===== config.mk =====
export PLATFORM = sky130hd
export DESIGN_NAME = stirb_readback
export DESIGN_NICKNAME = d
export VERILOG_FILES = /design/src/core/stirb_pkg.sv /design/src/core/stirb_event_latch.sv /design/src/core/stirb_readback.sv
export VERILOG_INCLUDE_DIRS = /design/src /design/src/core
export SDC_FILE = /design/constraint.sdc
export NUM_CORES = 1
export LEC_CHECK = 0
export ABC_AREA = 1
export BUFFER_PORTS_ARGS = -buffer_cell sky130_fd_sc_hd__buf_2
export CAP_MARGIN = 30
export CORE_ASPECT_RATIO = 1.5
export CORE_MARGIN = 2
export CORE_UTILIZATION = 50
export CTS_CLUSTER_DIAMETER = 50
export DETAILED_ROUTE_END_ITERATION = 10
export PLACE_DENSITY = 0.77
export SLEW_MARGIN = 10
export SYNTH_ARGS = -nofsm -noshare
export SYNTH_HDL_FRONTEND = slang
export SYNTH_SLANG_ARGS = --single-unit

===== constraint.sdc =====
create_clock -name sys_clk -period 1.7 [get_ports sys_clk]
set_clock_uncertainty 0.15 [all_clocks]
set_input_delay 0.085 -clock sys_clk [delete_from_list [all_inputs] [get_ports sys_clk]]
set_output_delay 0.085 -clock sys_clk [all_outputs]
set_load 0.05 [all_outputs]

===== src/core/stirb_consts.svh =====
// Offsets, field positions and reset values of the status readback window
`ifndef STIRB_CONSTS_SVH
`define STIRB_CONSTS_SVH

`define STIRB_ADDR_CTRL    4'he
`define STIRB_ADDR_STAT    4'hf
`define STIRB_SEL_RESET    4'h0
`define STIRB_SEL_MSB      3
`define STIRB_BIT_ALOS     7
`define STIRB_BIT_DLOS     6
`define STIRB_BIT_TXCLK    5
`define STIRB_BIT_OOF      4
`define STIRB_BIT_RXLOCK   1
`define STIRB_BIT_CODEERR  0
`define STIRB_LATCH_RESET  8'h00

`endif


===== src/core/stirb_pkg.sv =====
// Types of the status readback window
package stirb_pkg;

   typedef enum logic [3:0] {
      STIRB_VIEW_LIVE = 4'h0,
      STIRB_VIEW_INT  = 4'h5,
      STIRB_VIEW_ID   = 4'h6
   } stirb_view_type;

endpackage : stirb_pkg


===== src/core/stirb_event_latch.sv =====
// Sticky event bits with per-bit clear, set winning over clear
`timescale 1ns/1ps
module stirb_event_latch
   import stirb_pkg::*;
#(
   parameter int WIDTH = 8
) (
   // Clock and reset
   input  wire logic             sys_clk,
   input  wire logic             reset,
   // Events and clears
   input  wire logic [WIDTH-1:0] set_vec,
   input  wire logic [WIDTH-1:0] clear_vec,
   // Latched state
   output logic      [WIDTH-1:0] held
);

   // A new event in the clearing cycle must survive
   always_ff @(posedge sys_clk or posedge reset) begin
      if (reset) begin
         held <= '0;
      end else begin
         held <= (held & ~clear_vec) | set_vec;
      end
   end

   ////////////////////////////////////////////////////////////////////////////

   chk_set_wins: assert property (
      @(posedge sys_clk) disable iff (reset)
      (held & $past(set_vec)) == $past(set_vec))
      else $error("event lost against clear");

   chk_sticky_hold: assert property (
      @(posedge sys_clk) disable iff (reset)
      ($past(held) & ~$past(clear_vec) & ~held) == '0)
      else $error("latched bit dropped without clear");

endmodule : stirb_event_latch


===== src/core/stirb_readback.sv =====
// Status readback window at control address 15 with view selector at 14
`timescale 1ns/1ps
`include "stirb_consts.svh"
module stirb_readback
   import stirb_pkg::*;
#(
   // Arbitrary revision value
   parameter logic [7:0] REVISION = 8'h01
) (
   // Clock and reset
   input  wire logic       sys_clk,
   input  wire logic       reset,
   // Register access from the serial control port
   input  wire logic [3:0] reg_addr,
   input  wire logic       reg_wr,
   input  wire logic       reg_rd,
   input  wire logic [7:0] reg_wdata,
   output logic      [7:0] reg_rdata,
   output logic            reg_rvalid,
   // Alarm sources
   input  wire logic       alarm_ana_los,
   input  wire logic       alarm_dig_los,
   input  wire logic       alarm_tx_clk,
   input  wire logic       alarm_oof,
   input  wire logic       alarm_rx_lock,
   input  wire logic       alarm_code_err
);

   logic [3:0] view_sel;
   logic [7:0] live;
   logic [7:0] latch_set;
   logic [7:0] latch_clr;
   logic [7:0] latched;
   logic       rd_stat;
   logic       rd_ctrl;
   logic [7:0] next_rdata;

   // Alarm levels placed in their status bit positions; unused bits zero
   function automatic logic [7:0] alarm_byte(input logic ana, input logic dig,
                                             input logic txc, input logic oof,
                                             input logic rxl);
      logic [7:0] b;
      b                    = 8'h00;
      b[`STIRB_BIT_ALOS]   = ana;
      b[`STIRB_BIT_DLOS]   = dig;
      b[`STIRB_BIT_TXCLK]  = txc;
      b[`STIRB_BIT_OOF]    = oof;
      b[`STIRB_BIT_RXLOCK] = rxl;
      return b;
   endfunction : alarm_byte

   ////////////////////////////////////////////////////////////////////////////

   assign live    = alarm_byte(alarm_ana_los, alarm_dig_los, alarm_tx_clk,
                               alarm_oof, alarm_rx_lock);
   assign rd_stat = reg_rd && (reg_addr == `STIRB_ADDR_STAT);
   assign rd_ctrl = reg_rd && (reg_addr == `STIRB_ADDR_CTRL);

   // Selector write; address 15 has no write path
   always_ff @(posedge sys_clk or posedge reset) begin
      if (reset) begin
         view_sel <= `STIRB_SEL_RESET;
      end else if (reg_wr && (reg_addr == `STIRB_ADDR_CTRL)) begin
         view_sel <= reg_wdata[`STIRB_SEL_MSB:0];
      end
   end

   always_comb begin
      latch_set = live;
      latch_set[`STIRB_BIT_CODEERR] = alarm_code_err;
      latch_clr = 8'h00;
      if (rd_stat && (view_sel == STIRB_VIEW_LIVE)) begin
         latch_clr[7:1] = 7'h7f;
      end else if (rd_stat && (view_sel == STIRB_VIEW_INT)) begin
         latch_clr[`STIRB_BIT_CODEERR] = 1'b1;
      end
   end

   stirb_event_latch #(
      .WIDTH     (8)
   ) u_latch (
      .sys_clk   (sys_clk),
      .reset     (reset),
      .set_vec   (latch_set),
      .clear_vec (latch_clr),
      .held      (latched)
   );

   // Reserved selectors read as zero
   always_comb begin
      next_rdata = 8'h00;
      if (rd_ctrl) begin
         next_rdata = {4'h0, view_sel};
      end else if (rd_stat) begin
         case (view_sel)
            STIRB_VIEW_LIVE: next_rdata = live;
            STIRB_VIEW_INT:  next_rdata = latched;
            STIRB_VIEW_ID:   next_rdata = REVISION;
            default:         next_rdata = 8'h00;
         endcase
      end
   end

   always_ff @(posedge sys_clk or posedge reset) begin
      if (reset) begin
         reg_rdata <= 8'h00;
      end else if (rd_ctrl || rd_stat) begin
         reg_rdata <= next_rdata;
      end
   end

   always_ff @(posedge sys_clk or posedge reset) begin
      if (reset) begin
         reg_rvalid <= 1'b0;
      end else begin
         reg_rvalid <= rd_ctrl || rd_stat;
      end
   end

   ////////////////////////////////////////////////////////////////////////////

   chk_live_view: assert property (
      @(posedge sys_clk) disable iff (reset)
      (rd_stat && view_sel == 4'h0) |=> reg_rvalid &&
      reg_rdata == {$past(alarm_ana_los), $past(alarm_dig_los), $past(alarm_tx_clk),
                    $past(alarm_oof), 2'b00, $past(alarm_rx_lock), 1'b0})
      else $error("live view byte wrong");

   chk_int_view: assert property (
      @(posedge sys_clk) disable iff (reset)
      (rd_stat && view_sel == 4'h5) |=> reg_rdata == $past(latched))
      else $error("interrupt view byte wrong");

   chk_id_view: assert property (
      @(posedge sys_clk) disable iff (reset)
      (rd_stat && view_sel == 4'h6) |=> reg_rdata == REVISION)
      else $error("revision byte wrong");

   chk_clear_status: assert property (
      @(posedge sys_clk) disable iff (reset)
      (rd_stat && view_sel == 4'h0) |=>
      latched[7:1] == $past(latch_set[7:1]) &&
      latched[0] == ($past(latched[0]) | $past(alarm_code_err)))
      else $error("status read clear wrong");

   chk_clear_coding: assert property (
      @(posedge sys_clk) disable iff (reset)
      (rd_stat && view_sel == 4'h5) |=>
      latched[0] == $past(alarm_code_err) &&
      latched[7:1] == ($past(latched[7:1]) | $past(latch_set[7:1])))
      else $error("coding error clear wrong");

   chk_sel_write: assert property (
      @(posedge sys_clk) disable iff (reset)
      (reg_wr && reg_addr == 4'he) |=> view_sel == $past(reg_wdata[3:0]))
      else $error("selector write lost");

   chk_stat_readonly: assert property (
      @(posedge sys_clk) disable iff (reset)
      (reg_wr && reg_addr == 4'hf) |=> $stable(view_sel) && latched ==
      (($past(latched) & ~$past(latch_clr)) | $past(latch_set)))
      else $error("write to status window had effect");

   chk_reserved_zero: assert property (
      @(posedge sys_clk) disable iff (reset)
      (rd_stat && !(view_sel inside {4'h0, 4'h5, 4'h6})) |=>
      reg_rvalid && reg_rdata == 8'h00)
      else $error("reserved view not zero");

   // One answer per accepted read, none for refused addresses or writes
   chk_answer_pulse: assert property (
      @(posedge sys_clk) disable iff (reset)
      !$past(reset) |-> reg_rvalid == $past(rd_ctrl || rd_stat))
      else $error("read answer pulse wrong");

   // Host may pick the byte up late, so it must hold between reads
   chk_rdata_hold: assert property (
      @(posedge sys_clk) disable iff (reset)
      (!$past(reset) && !$past(rd_ctrl || rd_stat)) |-> $stable(reg_rdata))
      else $error("read byte changed without a read");

   chk_ctrl_readback: assert property (
      @(posedge sys_clk) disable iff (reset)
      rd_ctrl |=> reg_rvalid && reg_rdata == {4'h0, $past(view_sel)})
      else $error("selector readback wrong");

   chk_sel_keep: assert property (
      @(posedge sys_clk) disable iff (reset)
      !(reg_wr && reg_addr == 4'he) |=> $stable(view_sel))
      else $error("selector changed without a write");

   // Events arriving during a clearing read must not be lost
   chk_code_sticky: assert property (
      @(posedge sys_clk) disable iff (reset)
      alarm_code_err |=> latched[0])
      else $error("coding error event lost");

   chk_alarm_sticky: assert property (
      @(posedge sys_clk) disable iff (reset)
      (live != 8'h00) |=> (latched & $past(live)) == $past(live))
      else $error("alarm event lost");

   // Unused positions of the interrupt view carry no alarm
   chk_int_unused: assert property (
      @(posedge sys_clk) disable iff (reset)
      (rd_stat && view_sel == 4'h5) |=> reg_rdata[3:2] == 2'b00)
      else $error("unused interrupt bits set");

endmodule : stirb_readback


==> results of run 1 <==
## layer usage
layer,share of wire,vias to the layer above,wire length [um]
li1,-,487,-
met1,0.41,445,901
met2,0.54,17,1180
met3,0.033,3,72
met4,0.013,0,28
met5,0,-,0
## state kept, by name, indices dropped and copies added, names as in the netlist
register,count
view_sel,4
reg_rdata,8
u_latch.held,8
reg_rvalid,1
## area by class of cell
class                      count  area (sq um)
inverter                      16          60.1
fill                         161           596
multi-input combinational     85           484
tap                           22          27.5
sequential                    21           526
timing repair buffer          44           308
clock buffer                   4          26.3
## synth_stat cells (all sizes together)
| cell type | number | area share |
|---|---|---|
| a21o | 1 | 0.0070 |
| nor2 | 10 | 0.074 |
| o21bai | 5 | 0.053 |
| inv | 16 | 0.056 |
| nand3 | 28 | 0.14 |
| dfrtp | 21 | 0.49 |
| nor3 | 1 | 0.015 |
| nand2 | 40 | 0.16 |
## timing repair
item	in CTS	in global routing
gates resized for setup	0	0
hold buffers	17	0
hold endpoints to repair	39	0
## stage by stage
| stage | cell area [sq um] | hold WS (ns) | worst slack, ns | power (mW) | cells |
|---|---|---|---|---|---|
| after detailed placement | 1230 | -0.0243 | 0.311 | 1.06 | 171 |
| after global placement | 1230 | -0.0290 | 0.355 | 1.05 | 171 |
| after floorplan | 1070 | -0.0885 | 0.453 | 0.949 | 122 |
| final | 1430 | -0.00119 | 0.297 | 1.32 | 192 |
| after global routing | 1430 | 0.0204 | 0.228 | 1.39 | 192 |
| after CTS | 1430 | 0.00468 | 0.293 | 1.32 | 192 |
## kinds of logic after synthesis
kind of cell | count (synthesis) | share of synthesized area
and+or+nand+nor | 79 | 0.393
DFF | 21 | 0.491
AOI/OAI and AO/OA | 6 | 0.0596
buffers and inverters | 16 | 0.0561
## power by group
part / leakage, nW / switching (mW) / internal, mW / total (mW)
clock network: 0.0150 / 0.149 / 0.0918 / 0.240
registers: 0.247 / 0.0614 / 0.574 / 0.635
logic: 0.506 / 0.300 / 0.140 / 0.440
## worst max-delay path, stage by stage, from the launching register on
cell	delay [ns]
dfrtp_1	0.45
nor2_2	0.28
nand2_2	0.14
nor2_8	0.20
o21bai_2	0.07
## worst max path at each step
stage / startpoint / end / slack, ns / cells after the start
after floorplan: view_sel[3]$_DFFE_PP0P_ / u_latch.held[1]$_DFF_PP0_ / 0.45 / 4
after global placement: view_sel[0]$_DFFE_PP0P_ / u_latch.held[5]$_DFF_PP0_ / 0.35 / 4
after detailed placement: view_sel[3]$_DFFE_PP0P_ / u_latch.held[4]$_DFF_PP0_ / 0.31 / 4
after CTS: view_sel[3]$_DFFE_PP0P_ / u_latch.held[4]$_DFF_PP0_ / 0.29 / 4
after global routing: view_sel[3]$_DFFE_PP0P_ / u_latch.held[7]$_DFF_PP0_ / 0.23 / 4
final: view_sel[3]$_DFFE_PP0P_ / u_latch.held[6]$_DFF_PP0_ / 0.30 / 4
==> results.yml, run 1 <==
synthesis:
  yosysWarnings: 0
  synth_nets: 144
  syn_area_sq_mm: 0.00107
  ys_types: 15
  syn_area_per_cell_sq_um: 8.77
  seq_area_frac_synth: 0.491
  netlist_instances: 122
  ys_seq_elements: 21
drt:
  drt_iter0_markers: 36
  wl_per_cell_um: 11.4
  viasPerCell: 4.96
  drt_wl_total_mm: 2.18
  antenna_left: 0
  firstDrtPassIters: 4
  drc: 0
  num_vias: 952
sta:
  worstMarginPinSlew_ns: 0.363
  hold_viol: 1
  timing.final.crit_share: 0.825
  tns_ns: 0
  relSlewSlack: 0.757
  fin_crit_ns: 1.40
  setup_viol: 0
  max_freq_mhz: 713
  rsz0062_at_grt: "false"
  holdWs_ns: -0.00119
  drv_slew: 0
setup_path:
  required_ns: 1.75
  rr_worst_depth: 4
  regToRegEndpoint: "u_latch.held[6]$_DFF_PP0_"
  end_kind: "flop"
  r2r_start: "view_sel[3]$_DFFE_PP0P_"
  worstSetupStartpointType: "flop"
  cp_data_arrival_time_ns: 1.46
  critPathMaxFanout: 7
  rrSetupSlack_ns: 0.30
  worst-setup-path-type: "reg2reg"
layout:
  layout_common_cells: "nand2_1, nand3_1, buf_2"
  final_common_cell: "nand2_1"
  syn_to_final_growth_pct: 33.8
  nets: 193
  utilization: 0.706
  drive_gt1_frac: 0.324
  num_antenna_cells: 0
clock_network:
  clock_latency_ns: 0.31
  cts_tree: "built"
  cts.path.max_buffers: 2
  cts_buffers: 3
  cts_root_buffer: "clkbuf_4"
  path_clk_slew_ns: 0.11
  htree_num_levels: 1
  clock-sinks: 21
  cts_setup_buffers: 0
die:
  die_w_um: 41.8
  fp.dieH_um: 60.7
  rows: 20
  start_util: 0.528
  core-area_sq_mm: 0.00203
  pin_count: 31
  die_area_sq_mm: 0.00253
min_path:
  min_path_cells: 4
  hold_path.startpoint: "reg_addr[0]"
  whs_endpoint: "reg_rdata[2]$_DFFE_PP0P_"
  hp-class: "in2reg"
global_route:
  grt_overflow: 0
  met2_usage: 0.348
  antenna_found_initial: 0
  track_usage: 0.196
  grt_pass1_wl_mm: 3.76
  grt_busiest_layer: "met2"
  first_global_vias: 902
  use_met1: 0.231
  grtUsageMet3: 0.0298
  grt_max_degree: 22
outcome:
  outcome: "complete, but fails checks"
  violations: "hold timing"
placement:
  dp_hpwl_mm: 1.52
  port_buffers: 26
  gp_congestion: 0.837
job:
  cap_viol_max_count: 0
pwr:
  p_leak_nw: 0.768
  power.density_mw_per_mm2: 919
  irDropWorstVdd_mv: 0.599
Note: power is estimated with default switching activity, not from simulation.
==> inputs of run 2 (changes only) <==
- ABC_AREA: 1 -> 0
- CORE_ASPECT_RATIO: 1.5 -> not set
- CORE_UTILIZATION: 50 -> 48
- clock period: 1.7 -> 1.3 ns (I/O delays scaled with it)
==> run 2 against run 1 <==
Synthesized cell count decreased by 36%. Via count down 13%. Hold slack better by 0.0027 ns. Die area down 9.3%. Worst setup slack lost 0.38 ns. Clock power rose by 37%. The run ends with setup timing left. Sequential power increased by 26%. Final cell count is 18% lower. Wire length is 2.6% higher. First-iteration DRC count shrank 36%. Largest cell class unchanged. Core utilization increased by 7.5 points.
==> results.yml, run 2 <==
setup_path:
  worstSetupStartpointType: "flop"
  end_kind: "flop"
  critPathMaxFanout: 7
  crit_slowest_cell: "dfrtp_1"
  critPathTopFamily: "flip-flops"
  worst-setup-path-type: "reg2reg"
  path_buf_inv: 0
  cp_data_arrival_time_ns: 1.44
  slowest_delay_ns: 0.46
  crit_chain: "nor3b_4, nand3_2, a21o_1"
  required_ns: 1.36
placement:
  pre_cts_ws_ns: -0.0118
  placed_area_sq_mm: 0.00115
  dp_hpwl_mm: 1.37
  gp_congestion: 0.815
  port_buffers: 26
  dpl.cell_count: 137
synthesis:
  yosys.area.top_type: "dfrtp_1"
  synthTopCellsByArea: "dfrtp_1, a21o_1, mux2_2"
  syn_area_sq_um: 926
  ys_seq_elements: 21
  async_flop_share: 1.00
  syn_area_per_cell_sq_um: 11.9
  synth_enable_flop_cells: 0
  synth_nets: 100
  yosysWarnings: 0
  ys.flop_type: "dfrtp_1"
  synth_commonest_cells: "dfrtp_1, nand2_1, a21o_1"
  ys_types: 26
  synth_most_common_cell: "dfrtp_1"
  seq_area_frac_synth: 0.568
  yosysTopAreaCellShare: 0.568
  netlist_instances: 78
sta:
  worstMarginPinSlew_ns: 0.255
  rsz0062_at_grt: "true"
  fin_crit_ns: 1.39
  hold_viol: 0
  finalWorstSetupSlack_ns: -0.0851
  max_freq_mhz: 722
  relSlewSlack: 0.830
  drv_slew: 0
  setup_viol: 9
  holdWs_ns: 0.00149
  tns_ns: -0.489
  timing.final.crit_share: 1.07
clock_network:
  clock-sinks: 21
  cts_tree: "built"
  cts.path.max_buffers: 2
  htree_num_levels: 1
  cts_root_buffer: "clkbuf_4"
  cts_buffers: 3
  path_clk_slew_ns: 0.13
  clock_latency_ns: 0.31
layout:
  utilization: 0.782
  syn_to_final_growth_pct: 48.9
  final_common_cell: "buf_2"
  stdcell_area_sq_mm: 0.00138
  drive_gt1_frac: 0.439
  reg_top3: "reg_rdata: 8 flops, u_latch.held: 8 flops, view_sel: 4 flops"
  layout_common_cells: "buf_2, dfrtp_1, dlygate4sd3_1"
  stdcell_count: 157
  num_antenna_cells: 0
  nets: 155
drt:
  wl_per_cell_um: 14.3
  drt_iter0_markers: 23
  drc: 0
  viasPerCell: 5.28
  firstDrtPassIters: 4
  num_vias: 829
  antenna_left: 0
  drt_wl_total_mm: 2.24
global_route:
  track_usage: 0.201
  grt_max_degree: 22
  grt_pass1_wl_mm: 3.11
  antenna_found_initial: 0
  grt_overflow: 0
  first_global_vias: 700
die:
  pin_count: 31
  die_area_sq_mm: 0.00230
  start_util: 0.525
  rows: 15
  die_w_um: 47.9
  fp.dieH_um: 47.9
  core-area_sq_mm: 0.00176
pwr:
  irDropWorstVdd_mv: 0.799
  p_leak_nw: 0.626
  p_total_mw: 1.86
  power.density_mw_per_mm2: 1350
min_path:
  hp-class: "in2reg"
outcome:
  outcome: "complete, but fails checks"
  violations: "setup timing"
job:
  cap_viol_max_count: 0
==> run 2: cell families after synthesis <==
family / after synthesis / synth area share
simple gates: 25 / 0.181
compound gates: 23 / 0.178
flops: 21 / 0.568
buf+inv: 5 / 0.0243
mux: 4 / 0.0486
==> run 2: layer usage <==
| metal | up-vias | global-route usage | wire length (um) |
|---|---|---|---|
| met5 | - | 0 | 0 |
| met4 | 0 | 0.0703 | 38 |
| met3 | 6 | 0.0453 | 110 |
| met2 | 30 | 0.293 | 1130 |
| met1 | 402 | 0.296 | 966 |
| li1 | 391 | - | - |
==> run 2: where the power goes <==
part           internal [mW]  switching [mW]  leakage, nW
sequential             0.736          0.0617        0.246
clock                  0.115           0.215       0.0177
combinational          0.301           0.429        0.363
==> run 2: area by class of cell <==
class / count / area, sq um
Tap cell: 25 / 31.3
Fill cell: 123 / 385
Inverter: 4 / 15.0
Clock buffer: 3 / 22.5
Timing Repair Buffer: 51 / 360
Sequential cell: 21 / 527
Clock inverter: 1 / 5.00
Multi-Input combinational cell: 52 / 418
==> run 2: worst register-to-register path: cells and delay by family (launching register included) <==
family	cells	cell delay [ns]
AOI/OAI and AO/OA	1	0.23
DFF	1	0.46
and+or+nand+nor	2	0.44
==> run 2: final timing paths <==
kind,start,endpoint,slack [ns],cells past startpoint
max,view_sel[3]$_DFFE_PP0P_,u_latch.held[1]$_DFF_PP0_,-0.09,3
max in group asynchronous,reset,view_sel[1]$_DFFE_PP0P_,0.62,4
min reg2reg,u_latch.held[4]$_DFF_PP0_,u_latch.held[4]$_DFF_PP0_,0.34,1
min in group asynchronous,reset,reg_rdata[2]$_DFFE_PP0P_,0.15,4
min,reg_addr[0],reg_rdata[3]$_DFFE_PP0P_,0.001,3
max reg2reg,view_sel[3]$_DFFE_PP0P_,u_latch.held[1]$_DFF_PP0_,-0.09,3
==> run 2: timing repair <==
item                                    in CTS  in global routing
endpoints found under the hold margin       38                  0
setup buffers                                1                  1
hold buffers                                14                  0
endpoints found under the setup margin      12                 16
gates resized for setup                      4                  8
pin swaps                                    0                  5
==> inputs of run 3 (changes only) <==
- REMOVE_ABC_BUFFERS: not set -> 1
==> run 3 against run 2 <==
Sequential cell count unchanged. The flow still finishes with violations (setup timing). Non-clock buffer count fell by 1. Critical path depth unchanged. Worst setup slack gained 0.040 ns. Clock-buffer cell count is the same. Register-to-register slack improved by 0.04 ns. Critical path type unchanged. Clock power shrank 4%. Sequential share of layout area fell by 0.38 points. Design area grew 1.0%. Core utilization grew 0.78 points. First-iteration DRC count is 100% higher. Via count shrank 0.36%.
==> results.yml, run 3 (synthesis results as in run 2) <==
min_path:
  hp-class: "in2reg"
job:
  cap_viol_max_count: 0
sta:
  setup_viol: 7
  timing.final.crit_share: 1.03
  rsz0062_at_grt: "true"
  drv_slew: 0
  hold_viol: 0
  max_freq_mhz: 744
  worstMarginPinSlew_ns: 0.262
  finalWorstSetupSlack_ns: -0.0449
  fin_crit_ns: 1.34
  relSlewSlack: 0.825
  tns_ns: -0.217
drt:
  drc: 0
  viasPerCell: 5.29
  drt_wl_total_mm: 2.34
  wl_per_cell_um: 15.0
  num_vias: 826
  firstDrtPassIters: 4
  antenna_left: 0
  drt_iter0_markers: 46
global_route:
  track_usage: 0.217
  grt_overflow: 0
  grt_pass1_wl_mm: 3.33
  grt_max_degree: 22
  antenna_found_initial: 0
  first_global_vias: 766
pwr:
  p_leak_nw: 0.618
  p_total_mw: 1.84
  p_sw_frac: 0.383
  irDropWorstVdd_mv: 1.30
  p_seq_frac: 0.435
  clockPowerShare: 0.172
  p_switching_mw: 0.706
  power.density_mw_per_mm2: 1320
  p_comb_frac: 0.394
  internal_power_mw: 1.14
layout:
  reg_top3: "reg_rdata: 8 flops, u_latch.held: 8 flops, view_sel: 4 flops"
  syn_to_final_growth_pct: 50.4
  final_common_cell: "buf_2"
  nFillCells: 118
  drive_gt1_frac: 0.473
  num_antenna_cells: 0
  stdcell_area_sq_mm: 0.00139
  layout_common_cells: "buf_2, dfrtp_1, dlygate4sd3_1"
  nets: 154
die:
  rows: 15
  die_area_sq_mm: 0.00230
  start_util: 0.525
  die_w_um: 47.9
  fp.dieH_um: 47.9
  pin_count: 31
  core-area_sq_mm: 0.00176
setup_path:
  worst-setup-path-type: "reg2reg"
  critPathMaxFanout: 7
  required_ns: 1.36
  worstSetupStartpointType: "flop"
  end_kind: "flop"
  cp_data_arrival_time_ns: 1.40
clock_network:
  path_clk_slew_ns: 0.12
  cts.path.max_buffers: 2
  htree_num_levels: 1
  cts_root_buffer: "clkbuf_4"
  clock_latency_ns: 0.30
  clock-sinks: 21
  cts_tree: "built"
  cts_buffers: 3
placement:
  dp_hpwl_mm: 1.38
  gp_congestion: 0.818
  placed_area_sq_mm: 0.00115
  port_buffers: 26
outcome:
  outcome: "complete, but fails checks"
  violations: "setup timing"
-- run 3: changes by cell type in the layout (fill, tap and decap cells not counted), sizes merged --
cell	change
buf	-2
dlygate4sd3	+1
-- run 3: final cells by class --
type	instances	area, sq um	area share
clock inverters	1	5.00	0.00359
flip-flops and latches	21	527	0.378
clock buffers	3	22.5	0.0162
well taps	25	31.3	0.0225
multi-input cells	52	440	0.316
repair buffers	50	352	0.252
inverters	4	15.0	0.0108
-- run 3: worst max-delay path, stage by stage (launching register included) --
cell	delay, ns
dfrtp_2	0.48
nor3b_4	0.28
nand3_4	0.15
a21o_1	0.19
-- run 3: timing repair --
action / 4_1_cts / 5_1_grt
buffers inserted: 0 / 0
hold buffers: 14 / 1
pin swaps: 10 / 15
resized for setup: 3 / 14
hold endpoints to repair: 38 / 2
setup endpoints to repair: 10 / 16
-- run 3: metrics by stage --
stage                     setup WS (ns)  std cells  hold WS [ns]   util
final                           -0.0449        156        0.0694  0.789
after global routing            -0.0918        156        0.0784  0.789
after CTS                       -0.0422        155       0.00368  0.746
after detailed placement        -0.0276        137       -0.0434  0.650
after global placement          0.00366        137       -0.0515  0.650
after floorplan                  0.0512         77        -0.108      -
-- run 3: worst paths after layout --
check | slack, ns | cells after the start | end | startpoint
worst max-delay path | -0.04 | 3 | u_latch.held[1]$_DFF_PP0_ | view_sel[1]$_DFFE_PP0P_
worst min-delay path | 0.07 | 5 | reg_rdata[2]$_DFFE_PP0P_ | reg_rd
worst max register to register | -0.04 | 3 | u_latch.held[1]$_DFF_PP0_ | view_sel[1]$_DFFE_PP0P_
worst min register to register | 0.34 | 2 | reg_rdata[5]$_DFFE_PP0P_ | reg_rdata[5]$_DFFE_PP0P_
max in group asynchronous | 0.62 | 4 | view_sel[1]$_DFFE_PP0P_ | reset
min in group asynchronous | 0.15 | 4 | reg_rdata[1]$_DFFE_PP0P_ | reset
-- run 3: power groups by stage --
stage | sequential [mW] | combinational (mW) | clock, mW
after floorplan | 1.01 | 0.182 | 0
after global placement | 0.802 | 0.588 | 0
after detailed placement | 0.810 | 0.598 | 0
after CTS | 0.797 | 0.631 | 0.328
after global routing | 0.811 | 0.770 | 0.355
final | 0.801 | 0.725 | 0.317
-- run 3: per-layer routing --
layer  up-vias  GRT usage  wire length, um
li1        389          -                -
met1       389      0.262              993
met2        44      0.379             1160
met3         4     0.0453              158
met4         0     0.0811               24
met5         -          0                0
